**config.mk**
```make
export PLATFORM = sky130hd
export DESIGN_NAME = swf_top
export DESIGN_NICKNAME = d
export VERILOG_FILES = /design/src/swf_pkg.sv /design/src/swf_recovery.sv /design/src/swf_top.sv
export VERILOG_INCLUDE_DIRS = /design/src /design/src/src
export SDC_FILE = /design/constraint.sdc
export NUM_CORES = 1
export LEC_CHECK = 0
export BUFFER_PORTS_ARGS = -buffer_cell sky130_fd_sc_hd__buf_2
export CORE_ASPECT_RATIO = 0.8
export CORE_MARGIN = 2
export CORE_UTILIZATION = 50
export CTS_BUF_LIST = sky130_fd_sc_hd__clkbuf_16
export CTS_CLUSTER_DIAMETER = 60
export DETAILED_ROUTE_END_ITERATION = 8
export PLACE_DENSITY_LB_ADDON = 0.1
export SETUP_SLACK_MARGIN = 0.02
export SLEW_MARGIN = 40
export SYNTH_ARGS = -nofsm -noshare
export SYNTH_HDL_FRONTEND = slang
export SYNTH_SLANG_ARGS = --single-unit
```
**constraint.sdc**
```tcl
create_clock -name aclk -period 5.65 [get_ports aclk]
set_clock_uncertainty 0.05 [all_clocks]
set_input_delay 1.13 -clock aclk [delete_from_list [all_inputs] [get_ports aclk]]
set_output_delay 1.13 -clock aclk [all_outputs]
set_load 0.005 [all_outputs]
```
**src/swf_regs.svh**
```systemverilog
/*
 Register indices, field positions, reset values and lookup
 figures for the supply window fault block.
 Assumes: included by bare name from package and modules alike.
*/
`ifndef SWF_REGS_SVH
`define SWF_REGS_SVH

// ==========================================================
// Register indices (byte address is four times the index)
`define SWF_IDX_PIN_SETUP 8'hA4
`define SWF_IDX_DEV_ONE 8'hA6
`define SWF_IDX_DEV_TWO 8'hA8
`define SWF_IDX_PERI_ONE 8'hAA
`define SWF_IDX_GATE_ONE 8'hAC
`define SWF_IDX_GATE_TWO 8'hAE
`define SWF_IDX_FAULT_TWO 8'hA0
`define SWF_IDX_STATUS 8'hB0
`define SWF_IDX_MASK 8'hB1
`define SWF_IDX_RETRY_WAIT 8'hB2
`define SWF_IDX_STATE 8'hB3
`define SWF_IDX_CLEAR 8'hB4

// ==========================================================
// Field positions of fault_settings_two
`define SWF_MIN_HI 10
`define SWF_MIN_LO 8
`define SWF_UV_SEL 7
`define SWF_MAX_HI 6
`define SWF_MAX_LO 4
`define SWF_OV_SEL 3
`define SWF_RETRY_HI 2
`define SWF_RETRY_LO 0

// ==========================================================
// Status / mask bits, clear bits
`define SWF_ST_UV 0
`define SWF_ST_OV 1
`define SWF_ST_UV_LOCK 2
`define SWF_ST_OV_LOCK 3

// ==========================================================
// Reset values and bus answers
`define SWF_RST_WORD 32'h0000_0000
`define SWF_RST_FLAGS 4'h0
`define SWF_RST_RETRY_WAIT 32'h0000_0400
`define SWF_RESP_OKAY 2'h0
`define SWF_RESP_SLVERR 2'h2

// ==========================================================
// Thresholds in millivolts, retry counts
`define SWF_MIN_MV {16'd12500, 16'd10000, 16'd7500, 16'd6000, \
   16'd5500, 16'd5000, 16'd4500, 16'd0}
`define SWF_MAX_MV {16'd35000, 16'd32500, 16'd30000, 16'd27500, \
   16'd25000, 16'd22500, 16'd20000, 16'd0}
`define SWF_RETRY_TAB {5'd20, 5'd15, 5'd10, 5'd7, 5'd5, 5'd3, \
   5'd2, 5'd0}

`endif

```
**src/swf_pkg.sv**
```systemverilog
/*
 Types shared by the supply window fault block.
 Assumes: swf_regs.svh on the include path.
*/
package swf_pkg;
   `include "swf_regs.svh"

   // ==========================================================
   // Fault settings word
   typedef struct packed {
      logic [2:0] min_supply_run_limit;
      logic undervolt_recovery_sel;
      logic [2:0] max_supply_run_limit;
      logic overvolt_recovery_sel;
      logic [2:0] retry_attempt_limit;
   } swf_cfg_type;

   // ==========================================================
   // Per-fault view
   typedef struct packed {
      logic fault;
      logic locked;
   } swf_fault_type;

   typedef enum logic [1:0] {
      swf_idle, swf_active, swf_wait, swf_locked
   } swf_state_type;
endpackage : swf_pkg

```
**src/swf_recovery.sv**
```systemverilog
/*
 One fault recovery engine: latch or timed retry with an attempt cap.
 Assumes: condition and settings come from logic on the same clock.
*/
`timescale 1ns/1ns
`include "swf_regs.svh"
module swf_recovery
   import swf_pkg::*;
#(
   parameter int WAIT_W = 32
) (
   input wire logic aclk,
   input wire logic aresetn,
   input wire logic cond,
   input wire logic in_bounds,
   input wire logic auto_sel,
   input wire logic [4:0] limit,
   input wire logic [WAIT_W-1:0] wait_cycles,
   input wire logic sw_clear,
   output swf_fault_type view
);
   swf_state_type state;
   swf_state_type next_state;
   logic [5:0] attempts;
   logic [WAIT_W-1:0] wait_cnt;
   wire over_limit = (limit != 5'd0) && (attempts > {1'b0, limit});
   wire wait_done = wait_cnt >= wait_cycles;

   // ==========================================================
   // Next state
   always_comb begin
      next_state = state;
      case (state)
         swf_idle: if (cond) next_state = swf_active;
         swf_active: begin
            if (!auto_sel) begin
               if (sw_clear && in_bounds) next_state = swf_idle;
            end else if (over_limit) begin
               next_state = swf_locked;
            end else if (in_bounds) begin
               next_state = swf_wait;
            end
         end
         swf_wait: begin
            if (cond) next_state = swf_active;
            else if (wait_done) next_state = swf_idle;
         end
         default: if (sw_clear && in_bounds) next_state = swf_idle;
      endcase
   end

   // ==========================================================
   // State, attempt count, retry timer
   always_ff @(posedge aclk) begin
      if (!aresetn) begin
         state <= swf_idle;
         attempts <= 6'd0;
         wait_cnt <= '0;
      end else begin
         state <= next_state;
         if (sw_clear) attempts <= 6'd0;
         else if (cond && state != swf_active && state != swf_locked &&
                  attempts != 6'h3F) attempts <= attempts + 6'd1;
         if (state == swf_wait) wait_cnt <= wait_cnt + 1'b1;
         else wait_cnt <= '0;
      end
   end

   assign view.fault = (state != swf_idle);
   assign view.locked = (state == swf_locked);
endmodule : swf_recovery

```
**src/swf_top.sv**
```systemverilog
/*
 Supply window fault block: AXI4-Lite register file holding the six
 hardware configuration words and the fault settings, window
 comparison of the supply reading, recovery and interrupt.
 Assumes: supply_mv is a millivolt reading produced on aclk.
*/
// The AXI4-Lite interface to the registers was decided locally.
`timescale 1ns/1ns
`include "swf_regs.svh"
module swf_top
   import swf_pkg::*;
#(
   parameter int ADDR_W = 12
) (
   input wire logic aclk,
   input wire logic aresetn,
   input wire logic [ADDR_W-1:0] s_axi_awaddr,
   input wire logic s_axi_awvalid,
   output logic s_axi_awready,
   input wire logic [31:0] s_axi_wdata,
   input wire logic [3:0] s_axi_wstrb,
   input wire logic s_axi_wvalid,
   output logic s_axi_wready,
   output logic [1:0] s_axi_bresp,
   output logic s_axi_bvalid,
   input wire logic s_axi_bready,
   input wire logic [ADDR_W-1:0] s_axi_araddr,
   input wire logic s_axi_arvalid,
   output logic s_axi_arready,
   output logic [31:0] s_axi_rdata,
   output logic [1:0] s_axi_rresp,
   output logic s_axi_rvalid,
   input wire logic s_axi_rready,
   input wire logic [15:0] supply_mv,
   output logic undervolt_fault,
   output logic overvolt_fault,
   output logic irq
);
   // ==========================================================
   // Lookup functions
   function automatic logic [15:0] swf_min_mv(input logic [2:0] code);
      logic [127:0] tab;
      tab = `SWF_MIN_MV;
      return tab[code*16 +: 16];
   endfunction : swf_min_mv

   function automatic logic [15:0] swf_max_mv(input logic [2:0] code);
      logic [127:0] tab;
      tab = `SWF_MAX_MV;
      return tab[code*16 +: 16];
   endfunction : swf_max_mv

   function automatic logic [4:0] swf_tries(input logic [2:0] code);
      logic [39:0] tab;
      tab = `SWF_RETRY_TAB;
      return tab[code*5 +: 5];
   endfunction : swf_tries

   function automatic logic [31:0] swf_merge(input logic [31:0] old,
         input logic [31:0] wd, input logic [3:0] strb);
      logic [31:0] res;
      res = old;
      for (int i = 0; i < 4; i++) begin
         if (strb[i]) res[i*8 +: 8] = wd[i*8 +: 8];
      end
      return res;
   endfunction : swf_merge

   // ==========================================================
   // Storage
   logic [31:0] hw_cfg [6];
   swf_cfg_type fault_settings_two;
   logic [3:0] irq_status;
   logic [3:0] irq_mask;
   logic [31:0] retry_wait_interval;

   // ==========================================================
   // Write channel capture: address and data in either order
   logic aw_have;
   logic w_have;
   logic [ADDR_W-1:0] aw_addr;
   logic [31:0] w_data;
   logic [3:0] w_strb;
   wire aw_take = s_axi_awvalid && s_axi_awready;
   wire w_take = s_axi_wvalid && s_axi_wready;
   wire aw_now = aw_have || aw_take;
   wire w_now = w_have || w_take;
   wire do_write = aw_now && w_now && !s_axi_bvalid;
   wire [ADDR_W-1:0] wr_addr = aw_take ? s_axi_awaddr : aw_addr;
   wire [31:0] wr_data = w_take ? s_axi_wdata : w_data;
   wire [3:0] wr_strb = w_take ? s_axi_wstrb : w_strb;
   wire [7:0] wr_idx = wr_addr[9:2];
   wire next_aw_have = aw_now && !do_write;
   wire next_w_have = w_now && !do_write;
   wire next_bvalid = do_write || (s_axi_bvalid && !s_axi_bready);

   // ==========================================================
   // Write decode, and read hits for the six hardware words
   wire [5:0] wr_hw_hit;
   wire [5:0] rd_hw_hit;
   wire [7:0] rd_idx = s_axi_araddr[9:2];
   wire addr_hi_wr_ok = (wr_addr[ADDR_W-1:10] == '0);
   wire addr_hi_rd_ok = (s_axi_araddr[ADDR_W-1:10] == '0);

   genvar g;
   generate
      for (g = 0; g < 6; g++) begin : g_hw_hit
         localparam logic [7:0] IDX = 8'(`SWF_IDX_PIN_SETUP + 2 * g);
         assign wr_hw_hit[g] = addr_hi_wr_ok && (wr_idx == IDX);
         assign rd_hw_hit[g] = addr_hi_rd_ok && (rd_idx == IDX);
      end
   endgenerate

   wire wr_fault = addr_hi_wr_ok && (wr_idx == `SWF_IDX_FAULT_TWO);
   wire wr_status = addr_hi_wr_ok && (wr_idx == `SWF_IDX_STATUS);
   wire wr_mask = addr_hi_wr_ok && (wr_idx == `SWF_IDX_MASK);
   wire wr_wait = addr_hi_wr_ok && (wr_idx == `SWF_IDX_RETRY_WAIT);
   wire wr_state = addr_hi_wr_ok && (wr_idx == `SWF_IDX_STATE);
   wire wr_clear = addr_hi_wr_ok && (wr_idx == `SWF_IDX_CLEAR);
   wire wr_known = (|wr_hw_hit) || wr_fault || wr_status || wr_mask ||
      wr_wait || wr_state || wr_clear;
   wire [31:0] fault_word = {21'h0, fault_settings_two};
   wire [31:0] fault_merged = swf_merge(fault_word, wr_data, wr_strb);
   wire [31:0] wait_merged = swf_merge(retry_wait_interval, wr_data,
      wr_strb);
   wire [3:0] status_w1c = (do_write && wr_status && wr_strb[0]) ?
      wr_data[3:0] : 4'h0;
   wire [1:0] sw_clear = (do_write && wr_clear && wr_strb[0]) ?
      wr_data[1:0] : 2'h0;

   // ==========================================================
   // Window comparison
   wire [15:0] min_mv = swf_min_mv(fault_settings_two.min_supply_run_limit);
   wire [15:0] max_mv = swf_max_mv(fault_settings_two.max_supply_run_limit);
   wire uv_cond = (fault_settings_two.min_supply_run_limit != 3'd0) &&
      (supply_mv < min_mv);
   wire ov_cond = (fault_settings_two.max_supply_run_limit != 3'd0) &&
      (supply_mv > max_mv);
   wire in_bounds = !uv_cond && !ov_cond;
   wire [4:0] tries = swf_tries(fault_settings_two.retry_attempt_limit);

   // ==========================================================
   // Recovery engines
   swf_fault_type uv_view;
   swf_fault_type ov_view;

   swf_recovery #(
      .WAIT_W(32)
   ) u_uv_recovery (
      .aclk(aclk),
      .aresetn(aresetn),
      .cond(uv_cond),
      .in_bounds(in_bounds),
      .auto_sel(fault_settings_two.undervolt_recovery_sel),
      .limit(tries),
      .wait_cycles(retry_wait_interval),
      .sw_clear(sw_clear[`SWF_ST_UV]),
      .view(uv_view)
   );

   swf_recovery #(
      .WAIT_W(32)
   ) u_ov_recovery (
      .aclk(aclk),
      .aresetn(aresetn),
      .cond(ov_cond),
      .in_bounds(in_bounds),
      .auto_sel(fault_settings_two.overvolt_recovery_sel),
      .limit(tries),
      .wait_cycles(retry_wait_interval),
      .sw_clear(sw_clear[`SWF_ST_OV]),
      .view(ov_view)
   );

   // ==========================================================
   // Events: fault onset and lock-out, rising edges
   logic uv_prev;
   logic ov_prev;
   logic uv_lock_prev;
   logic ov_lock_prev;
   wire [3:0] events;
   assign events[`SWF_ST_UV] = uv_view.fault && !uv_prev;
   assign events[`SWF_ST_OV] = ov_view.fault && !ov_prev;
   assign events[`SWF_ST_UV_LOCK] = uv_view.locked && !uv_lock_prev;
   assign events[`SWF_ST_OV_LOCK] = ov_view.locked && !ov_lock_prev;
   // Set wins over a clear in the same cycle
   wire [3:0] next_status = (irq_status & ~status_w1c) | events;

   // ==========================================================
   // Read decode
   wire rd_fault = addr_hi_rd_ok && (rd_idx == `SWF_IDX_FAULT_TWO);
   wire rd_status = addr_hi_rd_ok && (rd_idx == `SWF_IDX_STATUS);
   wire rd_mask = addr_hi_rd_ok && (rd_idx == `SWF_IDX_MASK);
   wire rd_wait = addr_hi_rd_ok && (rd_idx == `SWF_IDX_RETRY_WAIT);
   wire rd_state = addr_hi_rd_ok && (rd_idx == `SWF_IDX_STATE);
   wire rd_clear = addr_hi_rd_ok && (rd_idx == `SWF_IDX_CLEAR);
   wire [31:0] state_word = {supply_mv, 12'h0, ov_view.locked,
      uv_view.locked, ov_view.fault, uv_view.fault};
   logic [31:0] rd_value;
   logic rd_known;

   always_comb begin
      rd_value = `SWF_RST_WORD;
      rd_known = 1'b1;
      if (rd_hw_hit[0]) begin
         rd_value = hw_cfg[0];
      end else if (rd_hw_hit[1]) begin
         rd_value = hw_cfg[1];
      end else if (rd_hw_hit[2]) begin
         rd_value = hw_cfg[2];
      end else if (rd_hw_hit[3]) begin
         rd_value = hw_cfg[3];
      end else if (rd_hw_hit[4]) begin
         rd_value = hw_cfg[4];
      end else if (rd_hw_hit[5]) begin
         rd_value = hw_cfg[5];
      end else if (rd_fault) begin
         rd_value = fault_word;
      end else if (rd_status) begin
         rd_value = {28'h0, irq_status};
      end else if (rd_mask) begin
         rd_value = {28'h0, irq_mask};
      end else if (rd_wait) begin
         rd_value = retry_wait_interval;
      end else if (rd_state) begin
         rd_value = state_word;
      end else if (rd_clear) begin
         rd_value = `SWF_RST_WORD;
      end else begin
         rd_known = 1'b0;
      end
   end

   wire ar_take = s_axi_arvalid && s_axi_arready;
   wire next_rvalid = ar_take || (s_axi_rvalid && !s_axi_rready);

   // ==========================================================
   // Bus handshake registers
   always_ff @(posedge aclk) begin
      if (!aresetn) begin
         aw_have <= 1'b0;
         w_have <= 1'b0;
         aw_addr <= '0;
         w_data <= `SWF_RST_WORD;
         w_strb <= 4'h0;
         s_axi_awready <= 1'b0;
         s_axi_wready <= 1'b0;
         s_axi_bvalid <= 1'b0;
         s_axi_bresp <= `SWF_RESP_OKAY;
      end else begin
         aw_have <= next_aw_have;
         w_have <= next_w_have;
         if (aw_take) aw_addr <= s_axi_awaddr;
         if (w_take) w_data <= s_axi_wdata;
         if (w_take) w_strb <= s_axi_wstrb;
         s_axi_awready <= !next_aw_have && !next_bvalid;
         s_axi_wready <= !next_w_have && !next_bvalid;
         s_axi_bvalid <= next_bvalid;
         if (do_write) begin
            s_axi_bresp <= wr_known ? `SWF_RESP_OKAY : `SWF_RESP_SLVERR;
         end
      end
   end

   // Single read outstanding; arready drops while data waits
   always_ff @(posedge aclk) begin
      if (!aresetn) begin
         s_axi_arready <= 1'b0;
         s_axi_rvalid <= 1'b0;
         s_axi_rdata <= `SWF_RST_WORD;
         s_axi_rresp <= `SWF_RESP_OKAY;
      end else begin
         s_axi_arready <= !next_rvalid;
         s_axi_rvalid <= next_rvalid;
         if (ar_take) begin
            s_axi_rdata <= rd_value;
            s_axi_rresp <= rd_known ? `SWF_RESP_OKAY : `SWF_RESP_SLVERR;
         end
      end
   end

   // ==========================================================
   // Configuration registers
   generate
      for (g = 0; g < 6; g++) begin : g_hw_reg
         always_ff @(posedge aclk) begin
            if (!aresetn) hw_cfg[g] <= `SWF_RST_WORD;
            else if (do_write && wr_hw_hit[g]) begin
               hw_cfg[g] <= swf_merge(hw_cfg[g], wr_data, wr_strb);
            end
         end
      end
   endgenerate

   always_ff @(posedge aclk) begin
      if (!aresetn) begin
         fault_settings_two <= swf_cfg_type'(11'h000);
         retry_wait_interval <= `SWF_RST_RETRY_WAIT;
         irq_mask <= `SWF_RST_FLAGS;
      end else begin
         if (do_write && wr_fault) begin
            fault_settings_two <= swf_cfg_type'(fault_merged[10:0]);
         end
         if (do_write && wr_wait) retry_wait_interval <= wait_merged;
         if (do_write && wr_mask && wr_strb[0]) irq_mask <= wr_data[3:0];
      end
   end

   // ==========================================================
   // Status, interrupt and fault outputs
   always_ff @(posedge aclk) begin
      if (!aresetn) begin
         irq_status <= `SWF_RST_FLAGS;
         uv_prev <= 1'b0;
         ov_prev <= 1'b0;
         uv_lock_prev <= 1'b0;
         ov_lock_prev <= 1'b0;
         irq <= 1'b0;
         undervolt_fault <= 1'b0;
         overvolt_fault <= 1'b0;
      end else begin
         irq_status <= next_status;
         uv_prev <= uv_view.fault;
         ov_prev <= ov_view.fault;
         uv_lock_prev <= uv_view.locked;
         ov_lock_prev <= ov_view.locked;
         irq <= |(next_status & irq_mask);
         undervolt_fault <= uv_view.fault;
         overvolt_fault <= ov_view.fault;
      end
   end
endmodule : swf_top
```
==> flow_metrics.py, run 1 <==
metrics = {
    "routing": {
        "drt_iter0_drc": 1474,
        "drcViolationCount": 0,
        "firstDrtPassIters": 7,
        "routed_wl_mm": 57.7,
        "drt-vias-per-instance": 5.85,
        "ant_nets": 0,
        "num_vias": 16100,
        "wire_per_inst_um": 20.9,
    },
    "critical_path": {
        "reg2reg_from": "s_axi_awready$_SDFF_PN0_",
        "crit_path_start_kind": "input pin",
        "cp.arrival_ns": 4.05,
        "worst_ep_required_time_ns": 5.87,
        "criticalPathCategory": "in -> reg",
        "path_cells": "buf_2 > and2_1 > buf_4 > or3_1 > a21oi_2 > and2_1 > nand3_2 > o21ai_0 > buf_4",
        "cp_num_buf_inv": 3,
        "cp_slowest_cell": "o21ai_0",
        "path_max_fanout": 15,
        "slowest_delay_ns": 0.64,
        "end_kind": "register",
        "crit_path_start": "s_axi_awvalid",
        "cp_top_family": "simple AND/OR/NAND/NOR gates",
    },
    "clocking": {
        "clock_tree.root_cell": "clkbuf_16",
        "cts_setup_buffers": 0,
        "clk_latency_ns": 0.57,
        "hold_buffers": 0,
        "cts-buffers-inserted": 44,
        "clk_pin_slew_ns": 0.06,
        "cts_tree": "built",
        "clk_path_buf_depth": 3,
        "cts_max_level": 2,
        "clkSinkCount": 415,
        "postCtsResizedCells": 0,
    },
    "global_route": {
        "antenna_found_initial": 2,
        "grt_pass1_wl_mm": 88.7,
        "grt_usage": 0.272,
        "gr-total-overflow": 0,
        "grt_max_degree": 76,
        "grt_pass1_vias": 15500,
    },
    "final_layout": {
        "multi_input_area_um2": 9430,
        "final_nets": 2376,
        "stdcell_area_um2": 23000,
        "area_delta_synth_final_pct": 13.1,
        "final_cell_mix": "407 x nor2_1, 223 x dfxtp_1, 192 x edfxtp_1",
        "fillers": 3543,
        "drive_above_1_share": 0.146,
        "layout_commonest_cell": "nor2_1",
        "register_area_um2": 10200,
    },
    "floorplanning": {
        "rows": 66,
        "core_um2": 40400,
        "pin_count": 127,
        "die_w_um": 229,
        "initial_core_util": 0.503,
        "dieArea_um2": 42300,
        "die_h_um": 184,
    },
    "timing": {
        "slew_headroom": 0.400,
        "timing.final.crit_period_ns": 3.83,
        "finalHoldViolations": 0,
        "min_period_over_period": 0.678,
        "tightest_slew_ns": 0.891,
        "finalSetupViolCount": 0,
        "clock.fmax_mhz": 261,
        "drv_slew": 0,
        "rsz0062_at_grt": "false",
        "fin_tns_setup_ns": 0,
    },
    "pwr": {
        "p_total_w": 0.00643,
        "total_leakage_power_nw": 8.38,
        "powerDensity_nw_per_um2": 280,
        "ir_drop_uv": 313,
    },
    "yosys": {
        "avgSynthCellArea_um2": 9.86,
        "synthArstFlopShare": 0,
        "syn_inst": 2060,
        "synth_ff_type": "dfxtp_1",
        "synthTopCellsByArea": "edfxtp_1 28%, dfxtp_1 22%, nor2_1 7.5%",
        "synth_top_cell_area_share": 0.284,
        "synth_area_leader_cell": "edfxtp_1",
        "ys_seq_area_frac": 0.503,
        "yosysWarnings": 0,
        "synthesis.area_um2": 20300,
        "synth-edff-count": 192,
        "yosysUniqueCellTypes": 87,
        "ys_ff_latch": 415,
    },
    "place": {
        "gp_congestion": 0.889,
        "place_area_um2": 21600,
        "port_buffers": 120,
        "hpwl_mm": 41.6,
    },
    "worst_hold_path": {
        "worstHoldStart": "aw_have$_SDFF_PN0_",
        "worstHoldPathType": "reg -> reg",
    },
    "outcome": {
        "outcome": "finished, final reports clean",
    },
    "run": {
        "maxCapViolCount": 0,
    },
}
==> where the power goes <==
part | total, W | switching (W) | internal [W]
clock network | 0.00277 | 0.00122 | 0.00155
registers | 0.00325 | 0.0000320 | 0.00321
logic | 0.000414 | 0.000278 | 0.000136
==> cell type report <==
type                    instances  area share
clock inverters                37      0.0107
repair buffers                173      0.0438
inverters                      68      0.0112
multi-input cells            1474       0.410
diodes                          1    0.000109
flip-flops and latches        415       0.445
clock buffers                  45      0.0490
well taps                     544      0.0296
==> path summary, 6_finish.rpt <==
path / to / slack (ns) / depth (start not counted)
min: s_axi_awready$_SDFF_PN0_ / 0.40 / 1
max: hw_cfg[3][28]$_SDFFCE_PN0P_ / 1.82 / 9
max reg2reg: hw_cfg[3][28]$_SDFFCE_PN0P_ / 2.13 / 8
min reg2reg: s_axi_awready$_SDFF_PN0_ / 0.40 / 1
==> cells by family (layout without fill, tap and decap cells) <==
kind of cell	after synthesis	in the layout	share of synthesized area
other	1	3	0.000185
adder cells (fa/ha/maj)	117	117	0.0720
AND/OR/NAND/NOR	777	777	0.177
buffers and inverters	172	323	0.0367
multiplexers	96	96	0.0494
XOR/XNOR	56	56	0.0241
AO/OA/AOI/OAI	426	426	0.137
flip-flops	415	415	0.503
==> metal layers <==
layer / part of all wire / track usage / vias up / routed length, µm
li1: - / - / 7656 / -
met3: 0.073 / 0.0407 / 100 / 4200
met5: 0.00023 / 0 / - / 13
met4: 0.027 / 0.0818 / 2 / 1550
met1: 0.45 / 0.384 / 7815 / 25900
met2: 0.45 / 0.433 / 568 / 26100
==> cell usage after synthesis, drive strengths merged (3+ instances only) <==
library cell / instances
o22ai: 20
o31ai: 10
and2: 13
nand2b: 27
inv: 68
a31oi: 21
nand4: 27
clkbuf: 63
a21oi: 105
xor2: 38
a21o: 5
xnor2: 18
nand2: 139
nand3: 55
o21ai: 112
ha: 117
o21a: 8
mux2: 24
nor2b: 8
mux2i: 71
and4: 10
a221oi: 31
nor3: 21
or3: 17
nor2: 413
dfxtp: 223
edfxtp: 192
buf: 41
a211oi: 47
a222oi: 16
or2: 5
a22oi: 10
nor4: 3
and3: 20
o211ai: 6
o22a: 15
nand3b: 9
==> metrics by stage <==
| step | instances | setup WS [ns] | hold slack (ns) | utilization |
|---|---|---|---|---|
| CTS | 2756 | 1.89 | 0.400 | 0.568 |
| detailed placement | 2674 | 1.30 | 0.390 | 0.534 |
| global route | 2756 | 1.65 | 0.418 | 0.569 |
| finish | 2757 | 1.82 | 0.401 | 0.569 |
| floorplan | 2061 | 2.32 | 0.370 | - |
| global placement | 2674 | 1.31 | 0.394 | 0.533 |
==> sequential cells by signal, summed over array words and instances, names as in the netlist, 6 cells and up <==
register,cells
fault_settings_two,11
aw_addr,10
u_uv_recovery.attempts,6
u_ov_recovery.wait_cnt,32
u_ov_recovery.attempts,6
w_data,32
hw_cfg,192
s_axi_rdata,32
retry_wait_interval,32
u_uv_recovery.wait_cnt,32
(Power assumes the default switching activity.)
==> inputs of run 2 (changes only) <==
- clock period: 5.65 -> 3.7 ns (I/O delays scaled with it)
==> flow_metrics.py, run 2 (synthesis results as in run 1) <==
metrics = {
    "timing": {
        "drv_slew": 0,
        "clock.fmax_mhz": 306,
        "finalSetupViolCount": 0,
        "slew_headroom": 0.427,
        "fin_tns_setup_ns": 0,
        "timing.final.crit_period_ns": 3.27,
        "fin_ws_ns": 0.428,
        "tightest_slew_ns": 0.835,
        "finalHoldViolations": 0,
        "finalHoldWorstSlack_ns": 0.375,
        "rsz0062_at_grt": "false",
        "min_period_over_period": 0.884,
    },
    "clocking": {
        "hold_buffers": 0,
        "clock_tree.root_cell": "clkbuf_16",
        "postCtsResizedCells": 0,
        "cts_setup_buffers": 0,
        "clk_latency_ns": 0.57,
        "clk_pin_slew_ns": 0.07,
        "clkSinkCount": 415,
        "clk_path_buf_depth": 3,
        "cts_tree": "built",
        "cts-buffers-inserted": 44,
        "cts_max_level": 2,
    },
    "critical_path": {
        "cp.arrival_ns": 3.68,
        "slowest_delay_ns": 0.37,
        "cp_top_family": "compound AO/OA/AOI/OAI gates",
        "end_kind": "register",
        "worst_ep_required_time_ns": 4.11,
        "path_cells": "inv_1 > ha_1 > nor2b_1 > a21oi_1 > ha_1 > nand4_1 > nor3_1 > nand4_1 > o31ai_2 > o21ai_2 > a31oi_1 > nor3_1 > o31a_1",
        "cp_num_buf_inv": 1,
        "crit_path_start_kind": "register",
        "path_max_fanout": 7,
        "criticalPathCategory": "reg -> reg",
        "cp_slowest_cell": "dfxtp_1",
    },
    "floorplanning": {
        "dieArea_um2": 42300,
        "pin_count": 127,
        "initial_core_util": 0.503,
        "die_h_um": 184,
        "rows": 66,
        "core_um2": 40400,
        "die_w_um": 229,
    },
    "routing": {
        "num_vias": 16100,
        "drcViolationCount": 1,
        "routed_wl_mm": 57.1,
        "drt_iter0_drc": 1552,
        "wire_per_inst_um": 20.4,
        "firstDrtPassIters": 9,
        "ant_nets": 0,
        "drt-vias-per-instance": 5.77,
    },
    "place": {
        "gp_congestion": 0.900,
        "pre_cts_ws_ns": 0.301,
        "port_buffers": 120,
        "hpwl_mm": 41.8,
    },
    "run": {
        "maxCapViolCount": 0,
    },
    "final_layout": {
        "final_cell_mix": "408 x nor2_1, 223 x dfxtp_1, 192 x edfxtp_1",
        "final_nets": 2413,
        "area_delta_synth_final_pct": 14.7,
        "drive_above_1_share": 0.155,
        "largest_reg_flops": 192,
        "largest_register": "hw_cfg",
        "layout_commonest_cell": "nor2_1",
    },
    "outcome": {
        "violations": "design-rule violations",
        "outcome": "finished, violations left",
    },
    "global_route": {
        "gr-total-overflow": 0,
        "grt_pass1_vias": 15300,
        "antenna_found_initial": 2,
        "grt_usage": 0.267,
        "grt_max_degree": 94,
        "grt_pass1_wl_mm": 87.3,
    },
    "pwr": {
        "ir_drop_uv": 336,
        "total_leakage_power_nw": 8.58,
        "powerDensity_nw_per_um2": 432,
        "p_total_w": 0.0101,
    },
    "worst_hold_path": {
        "worstHoldPathType": "in -> reg",
    },
}
[run 2: cell types whose count changed in the layout (fill, tap and decap cells not counted), sizes merged]
cell      delta
buf         +37
clkinv       -5
clkinvlp     +4
bufinv       +3
inv          -2
[run 2: metal layers]
layer,part of all wire,wire length (µm),up-vias,global-route usage
met4,0.034,1940,2,0.0969
met5,0.00023,13,-,0
li1,-,-,7716,-
met1,0.45,25700,7724,0.379
met2,0.44,25100,561,0.414
met3,0.076,4320,112,0.0430
[run 2: cell type report]
type,count,area [µm²]
Antenna cell,1,2.50
Clock buffer,45,1130
Clock inverter,37,337
Fill cell,3537,17100
Inverter,68,258
Multi-Input combinational cell,1474,9380
Sequential cell,415,10200
Tap cell,544,681
Timing Repair Buffer,210,1290
[run 2: through the flow]
stage	std cells	instance area [µm²]	util
6_report	2794	23300	0.577
5_1_grt	2794	23300	0.577
4_1_cts	2793	23300	0.577
3_5_place_dp	2711	21800	0.540
3_3_place_gp	2711	21800	0.540
2_1_floorplan	2061	20300	-
[run 2: final timing paths]
kind	startpoint	to	slack, ns	cells after the start
max reg2reg	fault_settings_two[4]$_SDFFE_PN0P_	u_ov_recovery.state[1]$_SDFFE_PN0P_	0.43	13
min reg2reg	aw_have$_SDFF_PN0_	s_axi_awready$_SDFF_PN0_	0.39	1
max	fault_settings_two[4]$_SDFFE_PN0P_	u_ov_recovery.state[1]$_SDFFE_PN0P_	0.43	13
min	s_axi_wdata[4]	w_data[4]$_SDFF_PN0_	0.38	3
[run 2: where the power goes]
group          internal [W]  leakage (nW)  total [W]  switching [W]
logic              0.000222          4.05   0.000648       0.000426
registers           0.00491          3.79    0.00495      0.0000471
clock network       0.00257         0.739    0.00447        0.00190
total               0.00770          8.58     0.0101        0.00237
[run 2: worst reg2reg max path: stages, from the launching register on]
cell     delay [ns]
dfxtp_1        0.37
inv_1          0.13
ha_1           0.14
nor2b_1        0.34
a21oi_1        0.12
ha_1           0.32
nand4_1        0.09
nor3_1         0.32
nand4_1        0.18
o31ai_2        0.30
o21ai_2        0.19
a31oi_1        0.25
nor3_1         0.07
o31a_1         0.29
